## config.mk

```make
export PLATFORM = sky130hd
export DESIGN_NAME = dual_pot_spi_slave_port
export DESIGN_NICKNAME = d
export VERILOG_FILES = /design/src/design/pot_spi_pkg.sv /design/src/design/nv_write_timer.sv /design/src/design/dual_pot_spi_slave_port.sv
export SDC_FILE = /design/constraint.sdc
export NUM_CORES = 1
export LEC_CHECK = 0
export ABC_AREA = 1
export CAP_MARGIN = 15
export CORE_ASPECT_RATIO = 1.25
export CORE_MARGIN = 2
export CORE_UTILIZATION = 45
export DETAILED_ROUTE_END_ITERATION = 8
export DONT_BUFFER_PORTS = 1
export SYNTH_ARGS = -nofsm -noshare
export SYNTH_HDL_FRONTEND = slang
export SYNTH_SLANG_ARGS = --single-unit
```

## constraint.sdc

```tcl
create_clock -name i_clock -period 7.5 [get_ports i_clock]
set_clock_uncertainty 0.05 [all_clocks]
set_input_delay 0 -clock i_clock [delete_from_list [all_inputs] [get_ports i_clock]]
set_output_delay 0 -clock i_clock [all_outputs]
set_load 0.03 [all_outputs]
```

## src/design/pot_spi_pkg.sv

```systemverilog
// Package: constants for the dual potentiometer serial slave port.
// Assumes a single 25 MHz system clock that oversamples the serial pins.
package pot_spi_pkg;
  // Instruction byte layout
  localparam int INSTR_MSB      = 7;
  localparam int INSTR_LSB      = 5;
  localparam int ADDR_MSB       = 4;
  localparam int ADDR_LSB       = 0;
  localparam logic [2:0] INSTR_READ  = 3'h3;
  localparam logic [2:0] INSTR_WRITE = 3'h2;
  localparam logic [4:0] ADDR_POT0   = 5'h00;
  localparam logic [4:0] ADDR_POT1   = 5'h01;
  localparam logic [4:0] ADDR_ACR    = 5'h10;
  // Access control register fields
  localparam int ACR_VOL_BIT    = 7;
  localparam int ACR_SHDN_BIT   = 6;
  localparam int ACR_BUSY_BIT   = 5;
  localparam int ACR_OD_BIT     = 1;
  localparam logic [7:0] ACR_WMASK   = 8'hc2;
  localparam logic [7:0] ACR_RESET   = 8'h40;
  localparam logic [7:0] WIPER_RESET = 8'h80;
  localparam logic [7:0] WIPER_HIGH  = 8'hff;
  localparam logic [7:0] WIPER_LOW   = 8'h00;
  localparam int BITS_PER_BYTE  = 8;
  // Timing
  localparam int CLOCK_HZ       = 25000000;
  localparam int NV_WRITE_MS    = 20;
  localparam int NV_WRITE_CYCLES = (CLOCK_HZ / 1000) * NV_WRITE_MS;
  // Port state machine
  typedef enum logic [2:0] {
    ST_IDLE  = 3'b001,
    ST_INSTR = 3'b010,
    ST_DATA  = 3'b100
  } port_state_t;
endpackage : pot_spi_pkg

```

## src/design/nv_write_timer.sv

```systemverilog
// Self-timed non-volatile write cycle timer.
// Assumes start is a one-cycle pulse on the system clock.
`timescale 1ns/100ps
`default_nettype none
module nv_write_timer #(
  parameter int CYCLES = 500000            // Length of write cycle
) (
  input  wire logic i_clock,               // System clock
  input  wire logic i_rst,                 // Async reset, high
  input  wire logic i_enable,              // Clock enable
  input  wire logic i_start,               // Start pulse
  output logic      o_busy                 // Write in progress
);
  typedef struct packed {
    logic        busy;
    logic [31:0] count;
  } timer_t;
  timer_t s_q;
  timer_t s_d;

  // Count down once started; no serial clocks needed
  always_comb
  begin
    s_d = s_q;
    if (i_start)
    begin
      s_d.busy  = 1'b1;
      s_d.count = 32'(CYCLES - 1);
    end
    else if (s_q.busy)
    begin
      if (s_q.count == 32'h0)
        s_d.busy = 1'b0;
      else
        s_d.count = s_q.count - 32'h1;
    end
  end

  always_ff @(posedge i_clock or posedge i_rst)
  begin
    if (i_rst)
      s_q <= '0;
    else if (i_enable)
      s_q <= s_d;
  end

  assign o_busy = s_q.busy;
endmodule // nv_write_timer
`default_nettype wire

```

## src/design/dual_pot_spi_slave_port.sv

```systemverilog
// Serial slave port of a dual digital potentiometer: mode 0 SPI, byte
// framing, register access and non-volatile write control.
// Assumes the serial pins are asynchronous and slow against i_clock.
//
// Overview of operation
// - Input bits are taken at the serial clock's rising edge while select is low.
// - Read bits leave on the falling edge so the host samples them on the next rise.
// - Access control bit 1 picks open-drain output, push-pull by default.
// - Select low makes the device active.
// - While deselected the serial output is released to high impedance.
// - Deselected means standby, delayed until a running write cycle ends.
// - Wiper code 255 sits at the high terminal and 0 at the low terminal.
// - The non-volatile write is self-timed from the end of the write sequence.
// - The first byte holds a 3-bit instruction and a 5-bit register address.
// - Every byte travels most significant bit first.
// - A write executes only at the rising edge of select that ends it.
// - Access control bit 5 reads busy during a write and stays pollable.
`timescale 1ns/100ps
`default_nettype none
module dual_pot_spi_slave_port #(
  parameter int NV_CYCLES = pot_spi_pkg::NV_WRITE_CYCLES  // Write cycle length
) (
  input  wire logic       i_clock,         // 25 MHz system clock
  input  wire logic       i_rst,           // Async reset, high
  input  wire logic       i_enable,        // Clock enable
  input  wire logic       i_sck,           // Serial clock pin
  input  wire logic       i_cs_n,          // Chip select pin, low
  input  wire logic       i_sdi,           // Serial data in pin
  output logic            o_sdo,           // Serial data out level
  output logic            o_sdo_oe_n,      // Output enable, low drives
  output logic            o_active,        // Active power mode
  output logic [7:0]      o_wiper0,        // Wiper 0 tap code
  output logic [7:0]      o_wiper1,        // Wiper 1 tap code
  output logic            o_shutdown       // Shutdown request
);
  import pot_spi_pkg::*;

  //--------------------------------------------------------------
  // State
  //--------------------------------------------------------------
  typedef struct packed {
    logic [1:0]  sck_s;
    logic [1:0]  cs_s;
    logic [1:0]  sdi_s;
    logic        sck_p;
    logic        cs_p;
    logic        armed;
    port_state_t st;
    logic [2:0]  bitcnt;
    logic [7:0]  shreg;
    logic [2:0]  instr;
    logic [4:0]  addr;
    logic        have_data;
    logic [7:0]  wdata;
    logic [7:0]  txreg;
    logic        sdo;
    logic        oe_n;
    logic        active;
    logic [7:0]  access_control_reg;
    logic [7:0]  wiper0;
    logic [7:0]  wiper1;
    logic [7:0]  ivr0;
    logic [7:0]  ivr1;
    logic        nv_go;
    logic        shdn;
  } port_t;
  port_t s_q;
  port_t s_d;
  logic  nv_busy;

  logic sck_rise;
  logic sck_fall;
  logic cs_fall;
  logic cs_rise;
  logic [7:0] shifted;
  logic [7:0] read_val;

  //--------------------------------------------------------------
  // Write cycle timer
  //--------------------------------------------------------------
  nv_write_timer #(.CYCLES(NV_CYCLES)) u_timer (
    .i_clock  (i_clock),
    .i_rst    (i_rst),
    .i_enable (i_enable),
    .i_start  (s_q.nv_go),
    .o_busy   (nv_busy)
  );

  // Edges from the second synchroniser stage only
  assign sck_rise = s_q.sck_s[1] & ~s_q.sck_p;
  assign sck_fall = ~s_q.sck_s[1] & s_q.sck_p;
  assign cs_fall  = ~s_q.cs_s[1] & s_q.cs_p;
  assign cs_rise  = s_q.cs_s[1] & ~s_q.cs_p;
  assign shifted  = {s_q.shreg[6:0], s_q.sdi_s[1]};

  // Read data; busy bit live, pot reads give the wiper if bit 7 is set, else the non-volatile copy
  always_comb
  begin
    read_val = 8'h00;
    case (s_q.addr)
      ADDR_ACR:  read_val = {s_q.access_control_reg[7:6], nv_busy, 3'h0, s_q.access_control_reg[ACR_OD_BIT], 1'b0};
      ADDR_POT0: read_val = s_q.access_control_reg[ACR_VOL_BIT] ? s_q.wiper0 : s_q.ivr0;
      ADDR_POT1: read_val = s_q.access_control_reg[ACR_VOL_BIT] ? s_q.wiper1 : s_q.ivr1;
      default:   read_val = 8'h00;
    endcase
  end

  //--------------------------------------------------------------
  // Next state
  //--------------------------------------------------------------
  always_comb
  begin
    s_d = s_q;
    s_d.sck_s = {s_q.sck_s[0], i_sck};
    s_d.cs_s  = {s_q.cs_s[0], i_cs_n};
    s_d.sdi_s = {s_q.sdi_s[0], i_sdi};
    s_d.sck_p = s_q.sck_s[1];
    s_d.cs_p  = s_q.cs_s[1];
    s_d.nv_go = 1'b0;
    // Standby only once any write cycle has finished
    s_d.active = ~s_q.cs_s[1] | nv_busy;
    case (s_q.st)
      ST_IDLE:
      begin
        if (cs_fall)
        begin
          s_d.armed     = 1'b1;
          s_d.st        = ST_INSTR;
          s_d.bitcnt    = 3'h0;
          s_d.have_data = 1'b0;
        end
      end
      ST_INSTR, ST_DATA:
      begin
        if (cs_rise)
        begin
          // Only complete bytes count; execute the write now
          if (s_q.have_data && s_q.instr == INSTR_WRITE && !nv_busy)
          begin
            case (s_q.addr)
              ADDR_ACR: s_d.access_control_reg = (s_q.access_control_reg & ~ACR_WMASK) | (s_q.wdata & ACR_WMASK);
              ADDR_POT0:
              begin
                s_d.wiper0 = s_q.wdata;
                if (!s_q.access_control_reg[ACR_VOL_BIT])
                begin
                  s_d.ivr0  = s_q.wdata;
                  s_d.nv_go = 1'b1;
                end
              end
              ADDR_POT1:
              begin
                s_d.wiper1 = s_q.wdata;
                if (!s_q.access_control_reg[ACR_VOL_BIT])
                begin
                  s_d.ivr1  = s_q.wdata;
                  s_d.nv_go = 1'b1;
                end
              end
              default: s_d.access_control_reg = s_q.access_control_reg;
            endcase
          end
          s_d.st = ST_IDLE;
        end
        else if (sck_rise)
        begin
          s_d.shreg  = shifted;
          s_d.bitcnt = s_q.bitcnt + 3'h1;
          if (s_q.bitcnt == 3'(BITS_PER_BYTE - 1))
          begin
            if (s_q.st == ST_INSTR)
            begin
              s_d.instr = shifted[INSTR_MSB:INSTR_LSB];
              s_d.addr  = shifted[ADDR_MSB:ADDR_LSB];
              s_d.st    = ST_DATA;
            end
            else
            begin
              s_d.wdata     = shifted;
              s_d.have_data = 1'b1;
            end
          end
        end
        else if (sck_fall && s_q.st == ST_DATA && s_q.instr == INSTR_READ)
        begin
          // Load on the first fall of the data byte, then shift
          if (s_q.bitcnt == 3'h0)
          begin
            s_d.sdo   = read_val[7];
            s_d.txreg = {read_val[6:0], 1'b0};
          end
          else
          begin
            s_d.sdo   = s_q.txreg[7];
            s_d.txreg = {s_q.txreg[6:0], 1'b0};
          end
        end
      end
      default: s_d.st = ST_IDLE;
    endcase
    // Output driver: released when deselected, open drain drives low only
    if (s_q.cs_s[1] || !s_q.armed)
      s_d.oe_n = 1'b1;
    else if (s_q.access_control_reg[ACR_OD_BIT])
      s_d.oe_n = s_d.sdo;
    else
      s_d.oe_n = 1'b0;
    s_d.shdn = ~s_d.access_control_reg[ACR_SHDN_BIT];                            // Shutdown output from a flop
  end

  //--------------------------------------------------------------
  // Registers
  //--------------------------------------------------------------
  always_ff @(posedge i_clock or posedge i_rst)
  begin
    if (i_rst)
    begin
      s_q        <= '0;  // Select starts low: held low through reset is no falling edge
      s_q.st     <= ST_IDLE;
      s_q.oe_n   <= 1'b1;
      s_q.access_control_reg    <= ACR_RESET;
      s_q.wiper0 <= WIPER_RESET;
      s_q.wiper1 <= WIPER_RESET;
      s_q.ivr0   <= WIPER_RESET;
      s_q.ivr1   <= WIPER_RESET;
    end
    else if (i_enable)
      s_q <= s_d;
  end

  assign o_sdo      = s_q.sdo;
  assign o_sdo_oe_n = s_q.oe_n;
  assign o_active   = s_q.active;
  assign o_wiper0   = s_q.wiper0;
  assign o_wiper1   = s_q.wiper1;
  assign o_shutdown = s_q.shdn;

  //--------------------------------------------------------------
  // Checks
  //--------------------------------------------------------------
  property p_release;
    @(posedge i_clock) disable iff (i_rst)
      (i_enable && s_q.cs_s[1]) |=> o_sdo_oe_n;
  endproperty
  a_release: assert property (p_release) else $error("sdo driven while deselected");

  property p_od;
    @(posedge i_clock) disable iff (i_rst)
      (!o_sdo_oe_n && s_q.access_control_reg[ACR_OD_BIT] && $stable(s_q.access_control_reg)) |-> !o_sdo;
  endproperty
  a_od: assert property (p_od) else $error("open drain drove high");

  property p_active;
    @(posedge i_clock) disable iff (i_rst)
      (i_enable && !s_q.cs_s[1]) |=> o_active;
  endproperty
  a_active: assert property (p_active) else $error("not active while selected");

  property p_standby;
    @(posedge i_clock) disable iff (i_rst)
      (i_enable && s_q.cs_s[1] && !nv_busy) |=> !o_active;
  endproperty
  a_standby: assert property (p_standby) else $error("no standby when idle");

  property p_arm;
    @(posedge i_clock) disable iff (i_rst)
      !s_q.armed |-> s_q.st == ST_IDLE;
  endproperty
  a_arm: assert property (p_arm) else $error("traffic before first select");

  property p_wiper_hold;
    @(posedge i_clock) disable iff (i_rst)
      (i_enable && !cs_rise) |=> $stable(o_wiper0) && $stable(o_wiper1);
  endproperty
  a_wiper_hold: assert property (p_wiper_hold) else $error("wiper changed mid frame");

  property p_partial;
    @(posedge i_clock) disable iff (i_rst)
      (i_enable && cs_rise && !s_q.have_data) |=> $stable(s_q.access_control_reg) && !s_q.nv_go;
  endproperty
  a_partial: assert property (p_partial) else $error("partial byte executed");

  property p_busy;
    @(posedge i_clock) disable iff (i_rst)
      (i_enable && s_q.nv_go) |=> nv_busy [*8];
  endproperty
  a_busy: assert property (p_busy) else $error("write cycle not busy");

  property p_sdo_fall;
    @(posedge i_clock) disable iff (i_rst)
      (i_enable && !sck_fall) |=> $stable(o_sdo);
  endproperty
  a_sdo_fall: assert property (p_sdo_fall) else $error("sdo moved off falling edge");
endmodule // dual_pot_spi_slave_port
`default_nettype wire

```

==> impl_metrics.csv, run 1 <==
group,metric,value,unit
setup_path,worstSetupStartpointType,"flip-flop",
pwr,p_leak,3.37,nW
global_routing,met3_usage,4.36,%
setup_path,crit_slowest_cell,"dfrtp_1",
sta,slew_viol_final,0,
setup_path,crit_top_cell,"nand2_1",
sta,timing.final.crit_period,2710,ps
setup_path,cp_data_arrival_time,3010,ps
cells_and_area,layout_commonest_cell,"nand2_1",
placed_design,port_buffers,0,
clock_network,cts_tree,"yes",
clock_network,clkTransAtPathRegs,50,ps
die,rows,48,
global_routing,use_met2,37.6,%
pwr,ir_drop,0.000278,V
die,ios,26,
die,die_w,111,um
placed_design,gp_congestion,0.930,
setup_path,path_cells,"inv_1, nand2_1, nand3_4, inv_2, nand2_1, nand2_1",
synthesis,syn_inst,864,
placed_design,dp_worst_setup_slack,4790,ps
synthesis,syn_nets,875,
synthesis,ys_warn_count,0,
cells_and_area,layout.nets,857,
sta,finalHoldViolCount,0,
sta,tightest_slew,1010,ps
detailed_routing,wl_per_cell,14.7,um
setup_path,worstPathMaxFanout,50,
detailed_routing,drtAntennaViolNets,0,
cells_and_area,diodes,0,
synthesis,avgSynthCellArea,7.46,um^2
detailed_routing,drc,0,
placed_design,place_hpwl,10600,um
cells_and_area,final_cell_mix,"281 x nand2_1, 112 x dfrtp_1, 90 x inv_1",
setup_path,max_stage_delay,990,ps
clock_network,h-tree-depth,4,
global_routing,grt_max_degree,73,
sta,rsz0062_at_grt,"no",
detailed_routing,routed_wl,15200,um
clock_network,numCtsBuffers,17,
die,initial_core_util,46.3,%
detailed_routing,drtIter0Drc,357,
detailed_routing,vias,5333,
cells_and_area,n_fill_cell,1362,
cells_and_area,utilization,50.4,%
die,core-area,0.0139,mm^2
global_routing,grt_pass1_wl,25500,um
outcome,status,"finished, final reports clean",
global_routing,overflow,0,
sta,setup_ws,4790,ps
clock_network,root_buffer,"clkbuf_16",
setup_path,critical_path_class,"reg -> reg",
synthesis,synth_seq_area_share,46.3,%
clock_network,cts_sinks,119,
global_routing,antenna_found_initial,0,
global_routing,top_usage_layer,"met2",
detailed_routing,viasPerCell,5.16,
clock_network,clockBufferDepth,2,
setup_path,required,7800,ps
sta,maxClockFrequency,369,MHz
sta,setup_viol,0,
sta,finalCritPeriodShare,36.2,%
die,die_y,138,um
sta,relSlewSlack,32.6,%
global_routing,track_usage,21.2,%
pwr,power_density,451,mW/mm^2
synthesis,synth_seq_cells,119,
die,die_area,0.0153,mm^2
setup_path,end_kind,"flip-flop",
cells_and_area,syn_to_final_growth,8.98,%
global_routing,grt_util_met1,24.5,%
setup_path,crit_family,"flip-flops",
min_path,hp-class,"in -> reg",
setup_path,path_buf_inv,2,
sta,setup_tns,0,ps
synthesis,syn_area,0.00645,mm^2
synthesis,ys_types,40,
global_routing,grt_pass1_vias,5157,
run,drv_cap,0,
cells_and_area,layout-drive-gt1-share,8.04,%
detailed_routing,drt_first_pass_iters,4,
clock_network,clock_latency,410,ps
## registers in the layout (all words and copies together), names as in the netlist, 5 cells and up
register	count
s_q	61
u_timer.s_q	32
o_wiper0	8
o_wiper1	8
s_d	5
## cell usage after synthesis
cell | n | share of area [%]
nand2_1 | 281 | 16
dfrtp_1 | 112 | 43
inv_1 | 91 | 5.3
nor2_1 | 88 | 5.1
o21ai_0 | 86 | 6.7
nand3_1 | 33 | 2.6
nand4_1 | 23 | 2.2
o21ai_1 | 22 | 1.7
buf_4 | 17 | 2.0
a21oi_1 | 15 | 1.2
clkbuf_1 | 10 | 0.58
buf_2 | 8 | 0.62
dfstp_2 | 7 | 2.9
o21ai_2 | 7 | 0.95
buf_6 | 6 | 1.0
ha_1 | 5 | 0.97
nor2_2 | 5 | 0.49
nor3_1 | 5 | 0.39
nand2_2 | 4 | 0.39
o21bai_1 | 4 | 0.47
a22oi_1 | 3 | 0.35
inv_2 | 3 | 0.17
mux2_2 | 3 | 0.52
nand3_2 | 3 | 0.47
or2_2 | 3 | 0.29
nor2_4 | 2 | 0.35
nor3_4 | 2 | 0.50
o211ai_1 | 2 | 0.23
o22ai_1 | 2 | 0.19
xor2_1 | 2 | 0.27
a21o_1 | 1 | 0.12
a31oi_1 | 1 | 0.097
buf_1 | 1 | 0.058
buf_8 | 1 | 0.23
clkinv_1 | 1 | 0.058
mux2i_1 | 1 | 0.16
nand3_4 | 1 | 0.27
nand3b_1 | 1 | 0.12
o21a_1 | 1 | 0.12
o31ai_1 | 1 | 0.12
## power by group
part,switching [W],internal [W],total [W]
Combinational,0.00102,0.000456,0.00147
Sequential,0.000130,0.000750,0.000880
Clock,0.000281,0.000537,0.000818
## path summary, 6_finish.rpt
check	end	depth (start not counted)	slack, ps	start
max	u_timer.s_q[25]	6	4790	u_timer.o_busy
min	u_timer.s_q[0]	3	70	i_enable
max reg2reg	u_timer.s_q[25]	6	4790	u_timer.o_busy
min reg2reg	s_q[84]	2	400	s_q[84]
max in group asynchronous	u_timer.s_q[7]	3	5940	i_rst
min in group asynchronous	o_wiper1[6]	2	80	i_rst
## routing by layer
metal	vias up	wire length, um
li1	2715	-
met1	2491	6560
met2	95	7630
met3	32	461
met4	0	547
met5	-	0
## worst reg2reg max path, stage by stage (launching register included)
cell and delay, ps:
dfrtp_1 990, inv_1 410, nand2_1 210, nand3_4 410, inv_2 410, nand2_1 110, nand2_1 70
## stage by stage
step	cell area (um^2)	cells	power [W]	hold slack [ps]
global route	7030	1033	0.00343	110
floorplan	6450	864	0.00199	66.6
CTS	7030	1033	0.00318	70.9
detailed placement	6390	997	0.00234	-69.7
finish	7030	1033	0.00317	67.5
global placement	6390	997	0.00232	-78.0
## timing repair
item / 4_1_cts / 5_1_grt
gates resized for setup: 0 / 0
hold buffers: 5 / 0
setup buffers: 0 / 0
endpoints found under the hold margin: 72 / 0
## cell families after synthesis
family | count (synthesis) | synth area share (%)
XOR/XNOR | 2 | 0.272
buffers and inverters | 138 | 10.1
flip-flops | 119 | 46.3
AND/OR/NAND/NOR | 451 | 29.5
adder cells (fa/ha/maj) | 5 | 0.970
AO/OA/AOI/OAI | 145 | 12.2
multiplexers | 4 | 0.679
## final cells by class
type / count / area (um^2) / share of cell area, %
flip-flops and latches: 119 / 2990 / 42.5
clock buffers: 23 / 468 / 6.66
inverters: 95 / 359 / 5.11
well taps: 175 / 219 / 3.12
repair buffers: 6 / 57.6 / 0.819
clock inverters: 8 / 124 / 1.76
multi-input cells: 607 / 2810 / 40.0
No activity file was read; power rests on OpenSTA's default activity.
==> inputs of run 2 (changes only) <==
==> constraint.sdc (replaced) <==
create_clock -name i_clock -period 2.5 [get_ports i_clock]
set_clock_uncertainty 0.05 [all_clocks]
set_input_delay 0 -clock i_clock [delete_from_list [all_inputs] [get_ports i_clock]]
set_output_delay 0 -clock i_clock [all_outputs]
set_load 0.03 [all_outputs]
==> run 2 against run 1 <==
Net effect:
- cell area grew 0.98%
- core utilization increased by 0.49 points
- global-route usage up 1.1 points
- critical path depth is the same
- cell count is 1.2% higher
- count of clock-buffer cells in the layout up 2
==> impl_metrics.csv, run 2 (synthesis results as in run 1) <==
group,metric,value,unit
outcome,status,"finished, final reports clean",
detailed_routing,wl_per_cell,15.2,um
clock_network,cts_tree,"yes",
detailed_routing,dr_wl_met3,606,um
detailed_routing,vias,5500,
pwr,p_int,0.00515,W
setup_path,reg2reg_from,"u_timer.s_q[22]",
die,die_w,111,um
cells_and_area,layout_commonest_cell,"nand2_1",
setup_path,r2r_setup_slack,430,ps
clock_network,clock_latency,420,ps
setup_path,critical_path_class,"in -> reg",
sta,finalCritPeriodShare,85.8,%
die,die_y,138,um
pwr,clkPwrFrac,24.5,%
die,ios,26,
clock_network,clkTransAtPathRegs,60,ps
cells_and_area,regMostFlops,"s_q",
setup_path,required,2750,ps
global_routing,grt_pass1_wl,26500,um
setup_path,crit_cells,6,
run,drv_cap,0,
setup_path,worstPathMaxFanout,24,
sta,setup_viol,0,
setup_path,path_cells,"dlygate4sd3_1, inv_2, nor3_4, nand3_2, nand2_1, o21ai_2",
global_routing,overflow,0,
pwr,power_frac_comb,47.9,%
cells_and_area,layout.nets,868,
clock_network,clockBufferDepth,2,
cells_and_area,syn_to_final_growth,10.1,%
die,die_area,0.0153,mm^2
sta,rsz0062_at_grt,"no",
die,core-area,0.0139,mm^2
cells_and_area,diodes,0,
sta,finalHoldViolCount,0,
pwr,p_seq_share,27.6,%
die,rows,48,
cells_and_area,largest_register_ffs,61,
detailed_routing,drtIter0Drc,384,
sta,maxClockFrequency,466,MHz
sta,relSlewSlack,40.8,%
setup_path,r2r_cells,10,
die,initial_core_util,46.3,%
clock_network,cts.repair.resized,0,
sta,tightest_slew,886,ps
clock_network,root_buffer,"clkbuf_16",
setup_path,end_kind,"flip-flop",
setup_path,crit_path_end,"s_q[11]",
min_path,hp-class,"in -> async",
setup_path,crit_start,"i_enable",
placed_design,gp_congestion,0.966,
cells_and_area,layout-drive-gt1-share,9.31,%
placed_design,place_hpwl,11200,um
pwr,p_leak,3.41,nW
clock_network,numCtsBuffers,17,
pwr,power_density,1340,mW/mm^2
pwr,p_total,0.00949,W
detailed_routing,routed_wl,15900,um
setup_path,cp_data_arrival_time,2390,ps
sta,setup_tns,0,ps
cells_and_area,top_regs,"s_q: 61 flops, u_timer.s_q: 32 flops",
detailed_routing,dr.max_layer_used,"met4",
global_routing,grt_pass1_vias,5377,
pwr,switching_share,45.7,%
cells_and_area,final_cell_mix,"281 x nand2_1, 112 x dfrtp_1, 90 x inv_1",
global_routing,antenna_found_initial,0,
sta,slew_viol_final,0,
detailed_routing,drtAntennaViolNets,0,
detailed_routing,viasPerCell,5.26,
detailed_routing,drc,0,
detailed_routing,met1Wirelength,6720,um
setup_path,max_stage_delay,1120,ps
cells_and_area,utilization,50.9,%
pwr,p_switching,0.00434,W
setup_path,crit_slowest_cell,"dlygate4sd3_1",
setup_path,crit_family,"buffers and inverters",
sta,timing.final.crit_period,2140,ps
clock_network,h-tree-depth,4,
pwr,ir_drop,0.00111,V
global_routing,track_usage,22.3,%
detailed_routing,drt_first_pass_iters,5,
clock_network,cts_sinks,119,
global_routing,grt_max_degree,42,
setup_path,worstSetupStartpointType,"primary input",
setup_path,crit-reg2reg-capture,"u_timer.s_q[8]",
placed_design,port_buffers,0,
detailed_routing,wl_met2,8000,um
setup_path,path_buf_inv,2,
-- run 2: cell types whose count changed in the layout (fill, tap and decap cells not counted), sizes merged --
cell      before  now
buf            1   12
bufinv         3    1
clkbuf        23   25
clkinv         4    5
clkinvlp       2    3
inv           94   93
-- run 2: metrics by stage --
stage,setup WS (ps),hold WS (ps),cells,area (um^2)
floorplan,873,66.6,864,6450
global placement,445,-32.4,1008,6480
detailed placement,439,-39.0,1008,6480
CTS,320,124,1045,7100
global route,191,160,1045,7100
finish,355,113,1045,7100
-- run 2: what timing repair did --
action,in CTS,in global routing
hold buffers,5,0
buffers inserted,0,0
setup endpoints to repair,0,0
hold endpoints to repair,98,0
-- run 2: power groups by stage --
stage	clock network [W]	registers, W	logic, W
6_report	0.00232	0.00262	0.00455
5_1_grt	0.00246	0.00266	0.00524
4_1_cts	0.00237	0.00261	0.00452
3_5_place_dp	0	0.00264	0.00447
3_3_place_gp	0	0.00263	0.00442
2_1_floorplan	0	0.00253	0.00346
-- run 2: area by class of cell --
| type | instances | area, um^2 |
|---|---|---|
| clock buffer | 25 | 495 |
| tap | 175 | 219 |
| inverter | 95 | 360 |
| multi-input combinational | 607 | 2810 |
| fill | 1393 | 6840 |
| timing repair buffer | 17 | 153 |
| clock inverter | 7 | 68.8 |
| sequential | 119 | 2990 |
-- run 2: worst min path at each step --
stage / start / endpoint / slack [ps] / cells past startpoint
after floorplan: i_sdi / s_d[88] / 70 / 2
after CTS: i_rst / u_timer.s_q[16] / 120 / 2
after global routing: i_rst / u_timer.s_q[16] / 160 / 2
final: i_rst / u_timer.s_q[16] / 110 / 2
after detailed placement: i_rst / u_timer.s_q[9] / -40 / 1
after global placement: i_rst / u_timer.s_q[7] / -30 / 1
-- run 2: metal layers --
metal	up-vias	GRT usage, %
met5	-	0
met4	0	12.0
met3	40	5.41
met2	119	38.6
met1	2603	25.7
li1	2738	-
==> inputs of run 3 (changes only) <==
--- a/config.mk
+++ b/config.mk
@@ -7,11 +7,14 @@
 export LEC_CHECK = 0
 export ABC_AREA = 1
 export CAP_MARGIN = 15
+export CELL_PAD_IN_SITES_DETAIL_PLACEMENT = 0
+export CELL_PAD_IN_SITES_GLOBAL_PLACEMENT = 1
 export CORE_ASPECT_RATIO = 1.25
 export CORE_MARGIN = 2
 export CORE_UTILIZATION = 45
 export DETAILED_ROUTE_END_ITERATION = 8
 export DONT_BUFFER_PORTS = 1
+export PLACE_DENSITY_LB_ADDON = 0.1
 export SYNTH_ARGS = -nofsm -noshare
 export SYNTH_HDL_FRONTEND = slang
 export SYNTH_SLANG_ARGS = --single-unit
==> run 3 against run 2 <==
Net effect:
- register-to-register slack improved by 40 ps
- cell count barely moved
- count of clock-buffer cells in the layout is 6 lower
- critical path type unchanged
- critical endpoint is now s_q[13]
- largest cell class unchanged
- largest power group unchanged
==> impl_metrics.csv, run 3 (synthesis results as in run 1) <==
group,metric,value,unit
clock_network,cts.repair.resized,0,
setup_path,max_stage_delay,1120,ps
sta,setup_viol,0,
setup_path,path_buf_inv,2,
cells_and_area,top_regs,"s_q: 61 flops, u_timer.s_q: 32 flops",
sta,tightest_slew,999,ps
detailed_routing,drtIter0Drc,287,
pwr,p_leak,3.40,nW
sta,timing.final.crit_period,2130,ps
sta,maxClockFrequency,469,MHz
run,drv_cap,0,
sta,finalHoldViolCount,0,
sta,setup_tns,0,ps
placed_design,place_hpwl,11600,um
cells_and_area,diodes,0,
clock_network,cts_tree,"yes",
detailed_routing,drc,0,
sta,rsz0062_at_grt,"no",
sta,slew_viol_final,0,
setup_path,path_cells,"dlygate4sd3_1, inv_2, nor3_4, nand3_2, nand2_1, o21ai_2",
setup_path,worstPathMaxFanout,24,
die,die_w,111,um
cells_and_area,regMostFlops,"s_q",
global_routing,grt_pass1_wl,26700,um
clock_network,h-tree-depth,4,
sta,finalCritPeriodShare,85.2,%
placed_design,gp_congestion,0.863,
setup_path,critical_path_class,"in -> reg",
global_routing,grt_pass1_vias,5179,
pwr,ir_drop,0.000763,V
sta,relSlewSlack,33.3,%
cells_and_area,layout-drive-gt1-share,9.55,%
global_routing,antenna_found_initial,0,
die,die_y,138,um
setup_path,crit_slowest_cell,"dlygate4sd3_1",
cells_and_area,syn_to_final_growth,10.4,%
cells_and_area,final-seq-area,0.00299,mm^2
cells_and_area,multi_input_area,0.00281,mm^2
pwr,power_density,1340,mW/mm^2
setup_path,cp_data_arrival_time,2370,ps
die,rows,48,
cells_and_area,layout.nets,867,
setup_path,required,2740,ps
cells_and_area,n_fill_cell,1443,
placed_design,placed_cells,1007,
detailed_routing,viasPerCell,5.16,
clock_network,root_buffer,"clkbuf_16",
min_path,hp-class,"in -> reg",
die,ios,26,
outcome,status,"finished, final reports clean",
cells_and_area,final_cell_mix,"281 x nand2_1, 112 x dfrtp_1, 90 x inv_1",
setup_path,crit_family,"buffers and inverters",
die,core-area,0.0139,mm^2
clock_network,clkTransAtPathRegs,60,ps
cells_and_area,layout_commonest_cell,"nand2_1",
global_routing,overflow,0,
detailed_routing,drtAntennaViolNets,0,
clock_network,numCtsBuffers,17,
cells_and_area,instances_no_fill,1044,
sta,fin_hold_ws,198,ps
die,die_area,0.0153,mm^2
die,initial_core_util,46.3,%
detailed_routing,drt_first_pass_iters,5,
global_routing,track_usage,22.5,%
cells_and_area,largest_register_ffs,61,
detailed_routing,vias,5388,
global_routing,grt_max_degree,42,
detailed_routing,routed_wl,15900,um
clock_network,clock_latency,420,ps
setup_path,end_kind,"flip-flop",
setup_path,worstSetupStartpointType,"primary input",
placed_design,port_buffers,0,
clock_network,cts_sinks,119,
detailed_routing,wl_per_cell,15.2,um
clock_network,clockBufferDepth,2,
## run 3: tightest hold or removal path, delay by kind of cell
kind / cells / cell delay, ps
buffers and inverters: 1 / 530
AND/OR/NAND/NOR: 2 / 100
## run 3: final timing paths
check	end	from	cells after the start	slack, ps
max	s_q[13]	i_enable	6	370
min	s_d[88]	i_sdi	3	200
max reg2reg	u_timer.s_q[30]	u_timer.s_q[0]	11	470
min reg2reg	s_q[84]	s_q[84]	2	400
max in group asynchronous	s_q[17]	i_rst	3	1430
min in group asynchronous	u_timer.o_busy	i_rst	2	230
## run 3: what timing repair did
action | 4_1_cts | 5_1_grt
buffers inserted | 0 | 0
endpoints found under the setup margin | 0 | 0
hold endpoints to repair | 71 | 0
hold buffers | 5 | 0
## run 3: report_power, final
part | switching [W] | internal, W | leakage, nW
registers | 0.000362 | 0.00225 | 1.56
clock network | 0.000921 | 0.00140 | 0.258
logic | 0.00310 | 0.00148 | 1.58
## run 3: per-layer routing
metal  part of all wire (%)  wire length (um)  global-route usage, %  vias up
li1                       -                 -                      -     2731
met1                     42              6610                   26.6     2533
met2                     52              8330                   39.8       95
met3                    2.8               449                   4.36       29
met4                    3.3               520                   10.8        0
met5                      0                 0                      0        -
## run 3: final cells by class
cell class | count | area share [%]
Clock buffer | 19 | 6.22
Clock inverter | 13 | 1.74
Inverter | 95 | 5.06
Multi-Input combinational cell | 607 | 39.5
Sequential cell | 119 | 42.0
Tap cell | 175 | 3.08
Timing Repair Buffer | 16 | 2.39
## run 3: per-stage QoR
step | worst slack (ps) | total power [W] | utilization (%) | cell area (um^2)
after global placement | 493 | 0.00715 | 46.7 | 6500
final | 369 | 0.00951 | 51.1 | 7120
after floorplan | 873 | 0.00598 | - | 6450
after detailed placement | 483 | 0.00721 | 46.7 | 6500
after CTS | 352 | 0.00958 | 51.1 | 7120
after global routing | 179 | 0.0104 | 51.1 | 7120
